`src/parallel_io_pkg.sv`:
```
/*
 * package for the parallel port block: register offsets, reset values, widths.
 * assumes a byte-wide register port with addresses decoded as printed.
 */
package parallel_io_pkg;
    localparam int          ADDR_W           = 14;
    localparam logic [13:0] FIRST_DATA_OFF   = 14'h0000;
    localparam logic [13:0] SECOND_DATA_OFF  = 14'h0001;
    localparam logic [13:0] THIRD_DATA_OFF   = 14'h0002;
    localparam logic [13:0] FOURTH_DATA_OFF  = 14'h0003;
    localparam logic [13:0] FIRST_DIR_OFF    = 14'h0004;
    localparam logic [13:0] SECOND_DIR_OFF   = 14'h0005;
    localparam logic [13:0] THIRD_DIR_OFF    = 14'h0006;
    localparam logic [13:0] FOURTH_DIR_OFF   = 14'h0007;
    localparam logic [13:0] INT_STATUS_OFF   = 14'h0008;
    localparam logic [13:0] INT_MASK_OFF     = 14'h0009;
    localparam logic [13:0] INT_SENSE_OFF    = 14'h000A;
    localparam logic [13:0] MASK_OPTION_OFF  = 14'h3FF0;
    localparam logic [7:0]  DIR_RESET        = 8'h00;
    localparam logic [7:0]  MASK_RESET       = 8'h00;
    localparam logic [7:0]  OPTION_RESET     = 8'h00;
    localparam logic [7:0]  STATUS_RESET     = 8'h00;
    localparam logic [7:0]  SENSE_RESET      = 8'h00;
    localparam logic [7:0]  LATCH_INIT       = 8'h00;
    localparam logic [7:0]  READ_IDLE        = 8'h00;
endpackage

```
`src/parallel_io_ports.sv`:
```
/*
 * four general purpose parallel ports: three of eight bits and one of seven,
 * per-bit direction, data latches, second-port pin interrupts with pull-ups,
 * fourth port shared with the serial blocks.
 * assumes pins arrive asynchronously, a byte register port on ref_clk, and
 * serial blocks that present their own drive enables and data.
 *
 */
`timescale 1ns/1ps
module parallel_io_ports
    import parallel_io_pkg::*;
#(
    parameter int PORT_W   = 8,
    parameter int FOURTH_W = 7
) (
    input  wire logic                ref_clk,
    input  wire logic                reset_n,
    input  wire logic [ADDR_W-1:0]   regAddr,
    input  wire logic [7:0]          regWrData,
    input  wire logic                regWrite,
    input  wire logic                regRead,
    output logic [7:0]               regRdData,
    input  wire logic                bidirectional_compat_config,
    input  wire logic                edgeAndLevel,
    input  wire logic [PORT_W-1:0]   firstPinIn,
    output logic [PORT_W-1:0]        firstPinOut,
    output logic [PORT_W-1:0]        firstPinOe,
    input  wire logic [PORT_W-1:0]   secondPinIn,
    output logic [PORT_W-1:0]        secondPinOut,
    output logic [PORT_W-1:0]        secondPinOe,
    output logic [PORT_W-1:0]        secondPullUp,
    input  wire logic [PORT_W-1:0]   thirdPinIn,
    output logic [PORT_W-1:0]        thirdPinOut,
    output logic [PORT_W-1:0]        thirdPinOe,
    input  wire logic [FOURTH_W-1:0] fourthPinIn,
    output logic [FOURTH_W-1:0]      fourthPinOut,
    output logic [FOURTH_W-1:0]      fourthPinOe,
    input  wire logic [3:0]          spiOe,
    input  wire logic [3:0]          spiOut,
    input  wire logic [1:0]          async_serial_blockOe,
    input  wire logic [1:0]          async_serial_blockOut,
    output logic                     portIrqReq,
    output logic                     irq
);
    // reset release through two flops
    logic [1:0] rstSync_q;
    logic       rstN;
    always_ff @(posedge ref_clk or negedge reset_n) begin
        if (!reset_n) begin
            rstSync_q <= 2'b00;
        end else begin
            rstSync_q <= {rstSync_q[0], 1'b1};
        end
    end
    assign rstN = rstSync_q[1];

    // three-flop pin synchronisers, change accepted when stages two and three agree
    localparam int ALL_W = 3 * PORT_W + FOURTH_W;
    logic [ALL_W-1:0] pinRaw;
    logic [ALL_W-1:0] sync1_q;
    logic [ALL_W-1:0] sync2_q;
    logic [ALL_W-1:0] sync3_q;
    logic [ALL_W-1:0] pinLevel_q;
    assign pinRaw = {fourthPinIn, thirdPinIn, secondPinIn, firstPinIn};
    always_ff @(posedge ref_clk or negedge rstN) begin
        if (!rstN) begin
            sync1_q <= '0;
            sync2_q <= '0;
            sync3_q <= '0;
        end else begin
            sync1_q <= pinRaw;
            sync2_q <= sync1_q;
            sync3_q <= sync2_q;
        end
    end
    // per-bit agreement filter
    genvar g;
    generate
        for (g = 0; g < ALL_W; g++) begin : gFilter
            always_ff @(posedge ref_clk or negedge rstN) begin
                if (!rstN) begin
                    pinLevel_q[g] <= 1'b0;
                end else if (sync2_q[g] == sync3_q[g]) begin
                    pinLevel_q[g] <= sync3_q[g];
                end
            end
        end
    endgenerate

    logic [PORT_W-1:0]   firstPin;
    logic [PORT_W-1:0]   secondPin;
    logic [PORT_W-1:0]   thirdPin;
    logic [FOURTH_W-1:0] fourthPin;
    assign firstPin  = pinLevel_q[PORT_W-1:0];
    assign secondPin = pinLevel_q[2*PORT_W-1:PORT_W];
    assign thirdPin  = pinLevel_q[3*PORT_W-1:2*PORT_W];
    assign fourthPin = pinLevel_q[ALL_W-1:3*PORT_W];

    logic wrFirstData;
    logic wrSecondData;
    logic wrThirdData;
    logic wrFourthData;
    assign wrFirstData  = regWrite && regAddr == FIRST_DATA_OFF;
    assign wrSecondData = regWrite && regAddr == SECOND_DATA_OFF;
    assign wrThirdData  = regWrite && regAddr == THIRD_DATA_OFF;
    assign wrFourthData = regWrite && regAddr == FOURTH_DATA_OFF;

    logic [PORT_W-1:0]   firstLatch_q   = LATCH_INIT;
    logic [PORT_W-1:0]   secondLatch_q  = LATCH_INIT;
    logic [PORT_W-1:0]   thirdLatch_q   = LATCH_INIT;
    logic [FOURTH_W-1:0] fourthLatch_q  = LATCH_INIT[FOURTH_W-1:0];
    always_ff @(posedge ref_clk) begin
        if (wrFirstData) begin
            firstLatch_q <= regWrData[PORT_W-1:0];
        end
        if (wrSecondData) begin
            secondLatch_q <= regWrData[PORT_W-1:0];
        end
        if (wrThirdData) begin
            thirdLatch_q <= regWrData[PORT_W-1:0];
        end
        if (wrFourthData) begin
            fourthLatch_q <= regWrData[FOURTH_W-1:0];
        end
    end

    logic [PORT_W-1:0]   firstDir_q;
    logic [PORT_W-1:0]   secondDir_q;
    logic [PORT_W-1:0]   thirdDir_q;
    logic [FOURTH_W-1:0] fourthDir_q;
    always_ff @(posedge ref_clk or negedge rstN) begin
        if (!rstN) begin
            firstDir_q  <= DIR_RESET;
            secondDir_q <= DIR_RESET;
            thirdDir_q  <= DIR_RESET;
            fourthDir_q <= DIR_RESET[FOURTH_W-1:0];
        end else if (regWrite) begin
            if (regAddr == FIRST_DIR_OFF) begin
                firstDir_q <= regWrData[PORT_W-1:0];
            end
            if (regAddr == SECOND_DIR_OFF) begin
                secondDir_q <= regWrData[PORT_W-1:0];
            end
            if (regAddr == THIRD_DIR_OFF) begin
                thirdDir_q <= regWrData[PORT_W-1:0];
            end
            if (regAddr == FOURTH_DIR_OFF) begin
                fourthDir_q <= regWrData[FOURTH_W-1:0];
            end
        end
    end

    // option register, one write after reset then frozen
    logic [PORT_W-1:0] option_q;
    logic              optionDone_q;
    always_ff @(posedge ref_clk or negedge rstN) begin
        if (!rstN) begin
            option_q     <= OPTION_RESET;
            optionDone_q <= 1'b0;
        end else if (regWrite && regAddr == MASK_OPTION_OFF && !optionDone_q) begin
            option_q     <= regWrData[PORT_W-1:0];
            optionDone_q <= 1'b1;
        end
    end

    // pins driven from latch where direction is one
    assign firstPinOut  = firstLatch_q;
    assign firstPinOe   = firstDir_q;
    assign secondPinOut = secondLatch_q;
    assign secondPinOe  = secondDir_q;
    assign thirdPinOut  = thirdLatch_q;
    assign thirdPinOe   = thirdDir_q;

    // pull-up when option on and pin is input
    assign secondPullUp = option_q & ~secondDir_q;

    // fourth port drive only in bidirectional config
    // serial blocks own their shared pins while driving
    logic [FOURTH_W-1:0] serialOe;
    logic [FOURTH_W-1:0] serialOut;
    logic [FOURTH_W-1:0] portOe;
    assign serialOe  = {1'b0, spiOe, async_serial_blockOe};
    assign serialOut = {1'b0, spiOut, async_serial_blockOut};
    assign portOe    = bidirectional_compat_config ? fourthDir_q : '0;
    always_comb begin
        for (int i = 0; i < FOURTH_W; i++) begin
            // serial drivers held off during reset
            fourthPinOe[i]  = rstN && serialOe[i] ? 1'b1 : portOe[i];
            fourthPinOut[i] = rstN && serialOe[i] ? serialOut[i] : fourthLatch_q[i];
        end
    end

    // second-port interrupt: falling edge, or low level in edge-and-level mode
    logic [PORT_W-1:0] secondPrev_q;
    logic [PORT_W-1:0] intEvent;
    always_ff @(posedge ref_clk or negedge rstN) begin
        if (!rstN) begin
            secondPrev_q <= {PORT_W{1'b1}};
        end else begin
            secondPrev_q <= secondPin;
        end
    end
    assign intEvent = option_q & ~secondDir_q & ~secondPin &
                      (secondPrev_q | {PORT_W{edgeAndLevel}});
    assign portIrqReq = |intEvent;

    // sticky status, write one to clear, set wins
    logic [PORT_W-1:0] status_q;
    logic [PORT_W-1:0] mask_q;
    logic [PORT_W-1:0] clearBits;
    assign clearBits = (regWrite && regAddr == INT_STATUS_OFF) ? regWrData[PORT_W-1:0] : '0;
    always_ff @(posedge ref_clk or negedge rstN) begin
        if (!rstN) begin
            status_q <= STATUS_RESET;
        end else begin
            status_q <= (status_q & ~clearBits) | intEvent;
        end
    end
    always_ff @(posedge ref_clk or negedge rstN) begin
        if (!rstN) begin
            mask_q <= MASK_RESET;
        end else if (regWrite && regAddr == INT_MASK_OFF) begin
            mask_q <= regWrData[PORT_W-1:0];
        end
    end
    assign irq = |(status_q & mask_q);

    // read mux: pin for inputs, latch for outputs
    logic [7:0] rdMux;
    always_comb begin
        case (regAddr)
            FIRST_DATA_OFF:  rdMux = (firstLatch_q & firstDir_q) | (firstPin & ~firstDir_q);
            SECOND_DATA_OFF: rdMux = (secondLatch_q & secondDir_q) | (secondPin & ~secondDir_q);
            THIRD_DATA_OFF:  rdMux = (thirdLatch_q & thirdDir_q) | (thirdPin & ~thirdDir_q);
            FOURTH_DATA_OFF: rdMux = {1'b0, (fourthLatch_q & portOe) | (fourthPin & ~portOe)};
            FIRST_DIR_OFF:   rdMux = firstDir_q;
            SECOND_DIR_OFF:  rdMux = secondDir_q;
            THIRD_DIR_OFF:   rdMux = thirdDir_q;
            FOURTH_DIR_OFF:  rdMux = {1'b0, fourthDir_q};
            INT_STATUS_OFF:  rdMux = status_q;
            INT_MASK_OFF:    rdMux = mask_q;
            MASK_OPTION_OFF: rdMux = option_q;
            default:         rdMux = READ_IDLE;
        endcase
    end
    // read data stands one cycle after the strobe only
    always_ff @(posedge ref_clk or negedge rstN) begin
        if (!rstN) begin
            regRdData <= READ_IDLE;
        end else begin
            regRdData <= regRead ? rdMux : READ_IDLE;
        end
    end
endmodule // parallel_io_ports

```
`config.mk`:
```
export PLATFORM = sky130hd
export DESIGN_NAME = parallel_io_ports
export DESIGN_NICKNAME = d
export VERILOG_FILES = /design/src/parallel_io_pkg.sv /design/src/parallel_io_ports.sv
export SDC_FILE = /design/constraint.sdc
export NUM_CORES = 1
export LEC_CHECK = 0
export BUFFER_PORTS_ARGS = -buffer_cell sky130_fd_sc_hd__buf_2
export CORE_ASPECT_RATIO = 1.5
export CORE_UTILIZATION = 50
export CTS_CLUSTER_DIAMETER = 200
export DETAILED_ROUTE_END_ITERATION = 8
export HOLD_SLACK_MARGIN = 0.1
export PLACE_DENSITY = 0.81
export SYNTH_ARGS = -nofsm -noshare
export SYNTH_HDL_FRONTEND = slang
export SYNTH_SLANG_ARGS = --single-unit
```
`constraint.sdc`:
```
create_clock -name ref_clk -period 7.6 [get_ports ref_clk]
set_input_delay 0.76 -clock ref_clk [delete_from_list [all_inputs] [get_ports ref_clk]]
set_output_delay 0.76 -clock ref_clk [all_outputs]
set_load 0.01 [all_outputs]
```
# After elaboration in Yosys (flattened, before gate mapping)
# Index checks and enable logic that the tools add are counted.
# Widths: inputs -> output; s select.
# classes
n_eq_ne	41
muxes	16
bitwise_logic	25
n_reduce_logical	22
# op_table
operator	n
$and 8x8->8	11
$pmux 8 s11	1
$eq 14x3->1 const B	4
$not 8->8	5
$or 8x8->8	5
$eq 1x1->1	31
$eq 14x2->1 const B	2
$eq 14x4->1 const B	2
$mux 8	2
$reduce_or 8->1	2
$and 7x7->7	2
$eq 14x1->1 const B	1
$eq 14x14->1 const B	1
$logic_and 1x1->1	14
$logic_not 14->1	1
$mux 1	12
$reduce_and 2->1	4
$mux 7	1
$not 7->7	1
$or 7x7->7	1
$logic_not 1->1	1
# totals
reg_bits	229
input_bits	71
out_inout_bits	80
wordCells	153

# Logic depth before layout (Yosys ltp)
# logic_depth
depth_word	6
mapped_depth	7
mapped_depth_nobuf	5

# Least setup slack after synthesis
# No wires, ideal clock.
# synth_path
path_type	register to output
start	register rstSync_q[1]
end	output fourthPinOut[0]
t_arrival_ns	5.454
required_time_ns	6.840
setup_slack_ns	1.386
stages_incl_launch_ff	3
n_path_buf	0
path_cell_list	dfrtp_1 -> nand2_1 -> mux2_2
# synth_between
elab_chain_cells	2
# synth_rtl
element	line_no	rtl
from (decl)	parallel_io_ports.sv:46	logic [1:0] rstSync_q;
from (signal assigned)	parallel_io_ports.sv:52	rstSync_q <= {rstSync_q[0], 1'b1};
$logic_and 1x1->1	parallel_io_ports.sv:189	fourthPinOut[i] = rstN && serialOe[i] ? serialOut[i] : fourthLatch_q[i];
$mux 1	parallel_io_ports.sv:189	
to (decl)	parallel_io_ports.sv:36	output logic [FOURTH_W-1:0] fourthPinOut,
# Every way passes these cells.

# Final worst setup path
# layout_path
start	input regAddr[8]
end	register thirdLatch_q[3], in the netlist thirdPinOut[3] (enable)
# layout_between
elab_chain_cells	2
# layout_rtl
element	line_no	rtl
from (decl)	parallel_io_ports.sv:18	input wire logic [ADDR_W-1:0] regAddr,
$eq 14x2->1	parallel_io_ports.sv:105	assign wrThirdData = regWrite && regAddr == THIRD_DATA_OFF;
$logic_and 1x1->1	parallel_io_ports.sv:105	
via wrThirdData	parallel_io_ports.sv:101	logic wrThirdData;
to (signal assigned)	parallel_io_ports.sv:120	thirdLatch_q <= regWrData[PORT_W-1:0];
to (decl)	parallel_io_ports.sv:110	logic [PORT_W-1:0] thirdLatch_q = LATCH_INIT;
# The timed path passes the listed nets, and every way through them passes these cells.
# A chain may end at the register's enable or synchronous reset.

==> metrics.csv <==
metric,value,unit
synth-seq-area-share,70.0,%
synth-edff-count,31,
crit_fanout,14,
synth_area_per_cell,14.9,um^2
tightestPinTransition,1.11,ns
setup_violations,0,
n_antenna_cell,0,
grt_pass1_vias,5852,
p_int,1.93,mW
synth_flop_cell,dfrtp_1,
synth_area_leaders,"dfrtp_1 56%, edfxtp_1 11%, mux2_2 7.9%, maj3_1 3.7%, mux2i_1 3.2%",
ctsRootBufferMaster,clkbuf_16,
wl_per_cell,22.6,um
drc_errors,0,
cts_tree,done,
ctsResizeCount,0,
synth_cell_types,48,
dieArea,0.0174,mm^2
grt_max_degree,92,
switching_share,21.7,%
grt_overflow,0,
antenna_found_initial,0,
die_width,108,um
synthesis.area,0.00842,mm^2
start_util,51.5,%
cp_data_arrival_time,3.62,ns
antenna_left,0,
yosysMostFrequentCell,dfrtp_1,
layout.nets,798,
start_kind,input port,
tns,0,ns
synth_warnings,0,
end_kind,flip-flop,
port_buffers,150,
hold_path.class,flip-flop to asynchronous set/reset pin,
syn_nets,635,
post-route-period-util,45.9,%
total_leakage_power,4.64,nW
hold_viol,0,
cts.sinks,229,
synth_top_area_share,56.5,%
fp.dieH,161,um
dr_total_vias,5436,
rsz0062_at_grt,false,
layout-drive-gt1-share,35.6,%
slew_viol_final,0,
worst_path_largest_cell_delay,0.74,ns
cap_violations,0,
period_minus_slack,3.49,ns
critPathTopFamily,simple AND/OR/NAND/NOR gates,
max_freq,287,MHz
core-area,0.0163,mm^2
pwr_density_cell,244,mW/mm^2
rows,57,
yosys.area.top_type,dfrtp_1,
status,"finished, final reports clean",
holdWs,0.346,ns
synthCells,564,
dpl.hpwl,15.5,mm
p_seq_share,53.8,%
synth_common_cells,"190 x dfrtp_1, 59 x mux2_2, 43 x nand2_1",
grt_pass1_wl,32.7,mm
synthArstFlopShare,86.5,%
clock_power_share,41.7,%
drt_first_pass_iters,4,
clock_skew,0.0150,ns
pin_count,151,
critical_path_class,input port to flip-flop,
cts_buffers,21,
slowest_stage,nor4_4,
ctsHtreeMaxLevel,1,
peakVddDrop,0.000206,V
syn_to_final_growth,19.9,%
clock_latency,0.50,ns
p_sw,0.534,mW
grt_use_total,25.4,%
clockBufferDepth,3,
place_congestion,0.861,
worstPathCellList,"buf_2, or4_1, nor4_4, nor3b_2, nand2_1, nor2_1",
yosys_register_bits,229,
detail_route.vias_per_cell,5.73,
required,7.73,ns
drtIter0Drc,269,
slew_headroom,24.9,%
clk_pin_slew,0.06,ns
comb_power_share,4.5,%
critPathBufInv,1,
wl,21.4,mm
-- placed cells by master, fill, tap and decap left out, types with 4 or more instances in the layout --
| cell | n |
|---|---|
| a22oi_1 | 12 |
| edfxtp_1 | 31 |
| o221ai_1 | 4 |
| maj3_1 | 31 |
| a211oi_1 | 6 |
| nand2_1 | 43 |
| buf_2 | 150 |
| dfrtp_1 | 189 |
| clkbuf_8 | 5 |
| dfstp_2 | 8 |
| a21oi_1 | 4 |
| o21ai_0 | 23 |
| nand3_1 | 6 |
| buf_4 | 4 |
| nand2b_1 | 4 |
| nor2b_1 | 15 |
| o22ai_1 | 6 |
| mux2i_1 | 27 |
| a21o_1 | 10 |
| mux2_2 | 59 |
| a31oi_1 | 6 |
| a32oi_1 | 5 |
| clkbuf_16 | 21 |
| nor2_1 | 21 |
-- through the flow --
| stage | power (mW) | area [um^2] | cells | worst slack, ns | util, % |
|---|---|---|---|---|---|
| finish | 2.46 | 10100 | 948 | 4.11 | 61.8 |
| global route | 2.55 | 10100 | 948 | 3.99 | 61.8 |
| floorplan | 1.39 | 8420 | 564 | 1.39 | - |
| global placement | 1.45 | 9400 | 909 | 3.89 | 57.6 |
| CTS | 2.49 | 10100 | 948 | 4.15 | 61.8 |
| detailed placement | 1.46 | 9400 | 909 | 3.66 | 57.6 |
-- power groups by stage --
stage | logic, mW | clock network (mW) | registers (mW)
finish | 0.110 | 1.03 | 1.32
global route | 0.121 | 1.10 | 1.33
CTS | 0.112 | 1.05 | 1.33
detailed placement | 0.111 | 0 | 1.35
global placement | 0.108 | 0 | 1.34
floorplan | 0.0479 | 0 | 1.35
-- routing by layer --
| layer | vias up | routed length [um] | GRT usage, % |
|---|---|---|---|
| met2 | 199 | 11100 | 44.2 |
| met3 | 49 | 1280 | 3.90 |
| li1 | 2379 | - | - |
| met4 | 0 | 730 | 11.5 |
| met1 | 2809 | 8300 | 31.0 |
| met5 | - | 0 | 0 |
-- cells by family (layout without fill, tap and decap cells) --
group | count (synthesis) | after routing | share of synthesized area, %
DFF | 229 | 229 | 70.0
and+or+nand+nor | 115 | 115 | 7.39
muxes | 87 | 87 | 11.2
AOI/OAI and AO/OA | 84 | 84 | 6.79
adders and majority gates | 31 | 31 | 3.69
buffers and inverters | 17 | 195 | 0.803
other | 1 | 1 | 0.0446
-- state kept, by name, summed over array words and instances (netlist names), 7 cells and up --
register,cells
secondPinOut,8
firstPinOut,8
thirdPinOe,8
pinLevel_q,16
firstPinOe,8
fourthDir_q,7
sync3_q,31
firstPin,8
mask_q,8
fourthLatch_q,7
thirdPinOut,8
sync1_q,31
secondPinOe,8
status_q,8
fourthPin,7
option_q,8
secondPrev_q,8
regRdData,8
sync2_q,31
-- layout make-up --
cell class | instances | area (um^2)
Clock inverter | 9 | 77.6
Clock buffer | 29 | 606
Multi-Input combinational cell | 318 | 2450
Inverter | 2 | 7.51
Tap cell | 206 | 258
Sequential cell | 229 | 5900
Timing Repair Buffer | 155 | 791
Fill cell | 1261 | 6240
-- worst register-to-register path: stages, from the launching register on --
cell and delay, ns:
dfrtp_4 0.82, buf_4 0.72, buf_4 0.98
-- timing repair --
action,CTS,global route
endpoints found under the hold margin,2,0
hold buffers,1,0
setup buffers,0,0
-- final timing paths --
| path | start | slack [ns] | cells after the start | end |
|---|---|---|---|---|
| min in group ref_clk | sync1_q[1]$_DFF_PN0_ | 0.35 | 0 | sync2_q[1]$_DFF_PN0_ |
| worst max-delay path | regAddr[8] | 4.11 | 6 | thirdPinOut[3]$_DFFE_PP_ |
| max in group asynchronous | rstSync_q[1]$_DFF_PN0_ | 4.96 | 2 | secondPinOe[6]$_DFFE_PN0P_ |
| worst max register to register | rstSync_q[1]$_DFF_PN0_ | 4.96 | 2 | secondPinOe[6]$_DFFE_PN0P_ |
| worst min register to register | rstSync_q[1]$_DFF_PN0_ | 0.35 | 0 | sync1_q[2]$_DFF_PN0_ |
| worst min-delay path | rstSync_q[1]$_DFF_PN0_ | 0.35 | 0 | sync1_q[2]$_DFF_PN0_ |
(Power assumes the default switching activity.)
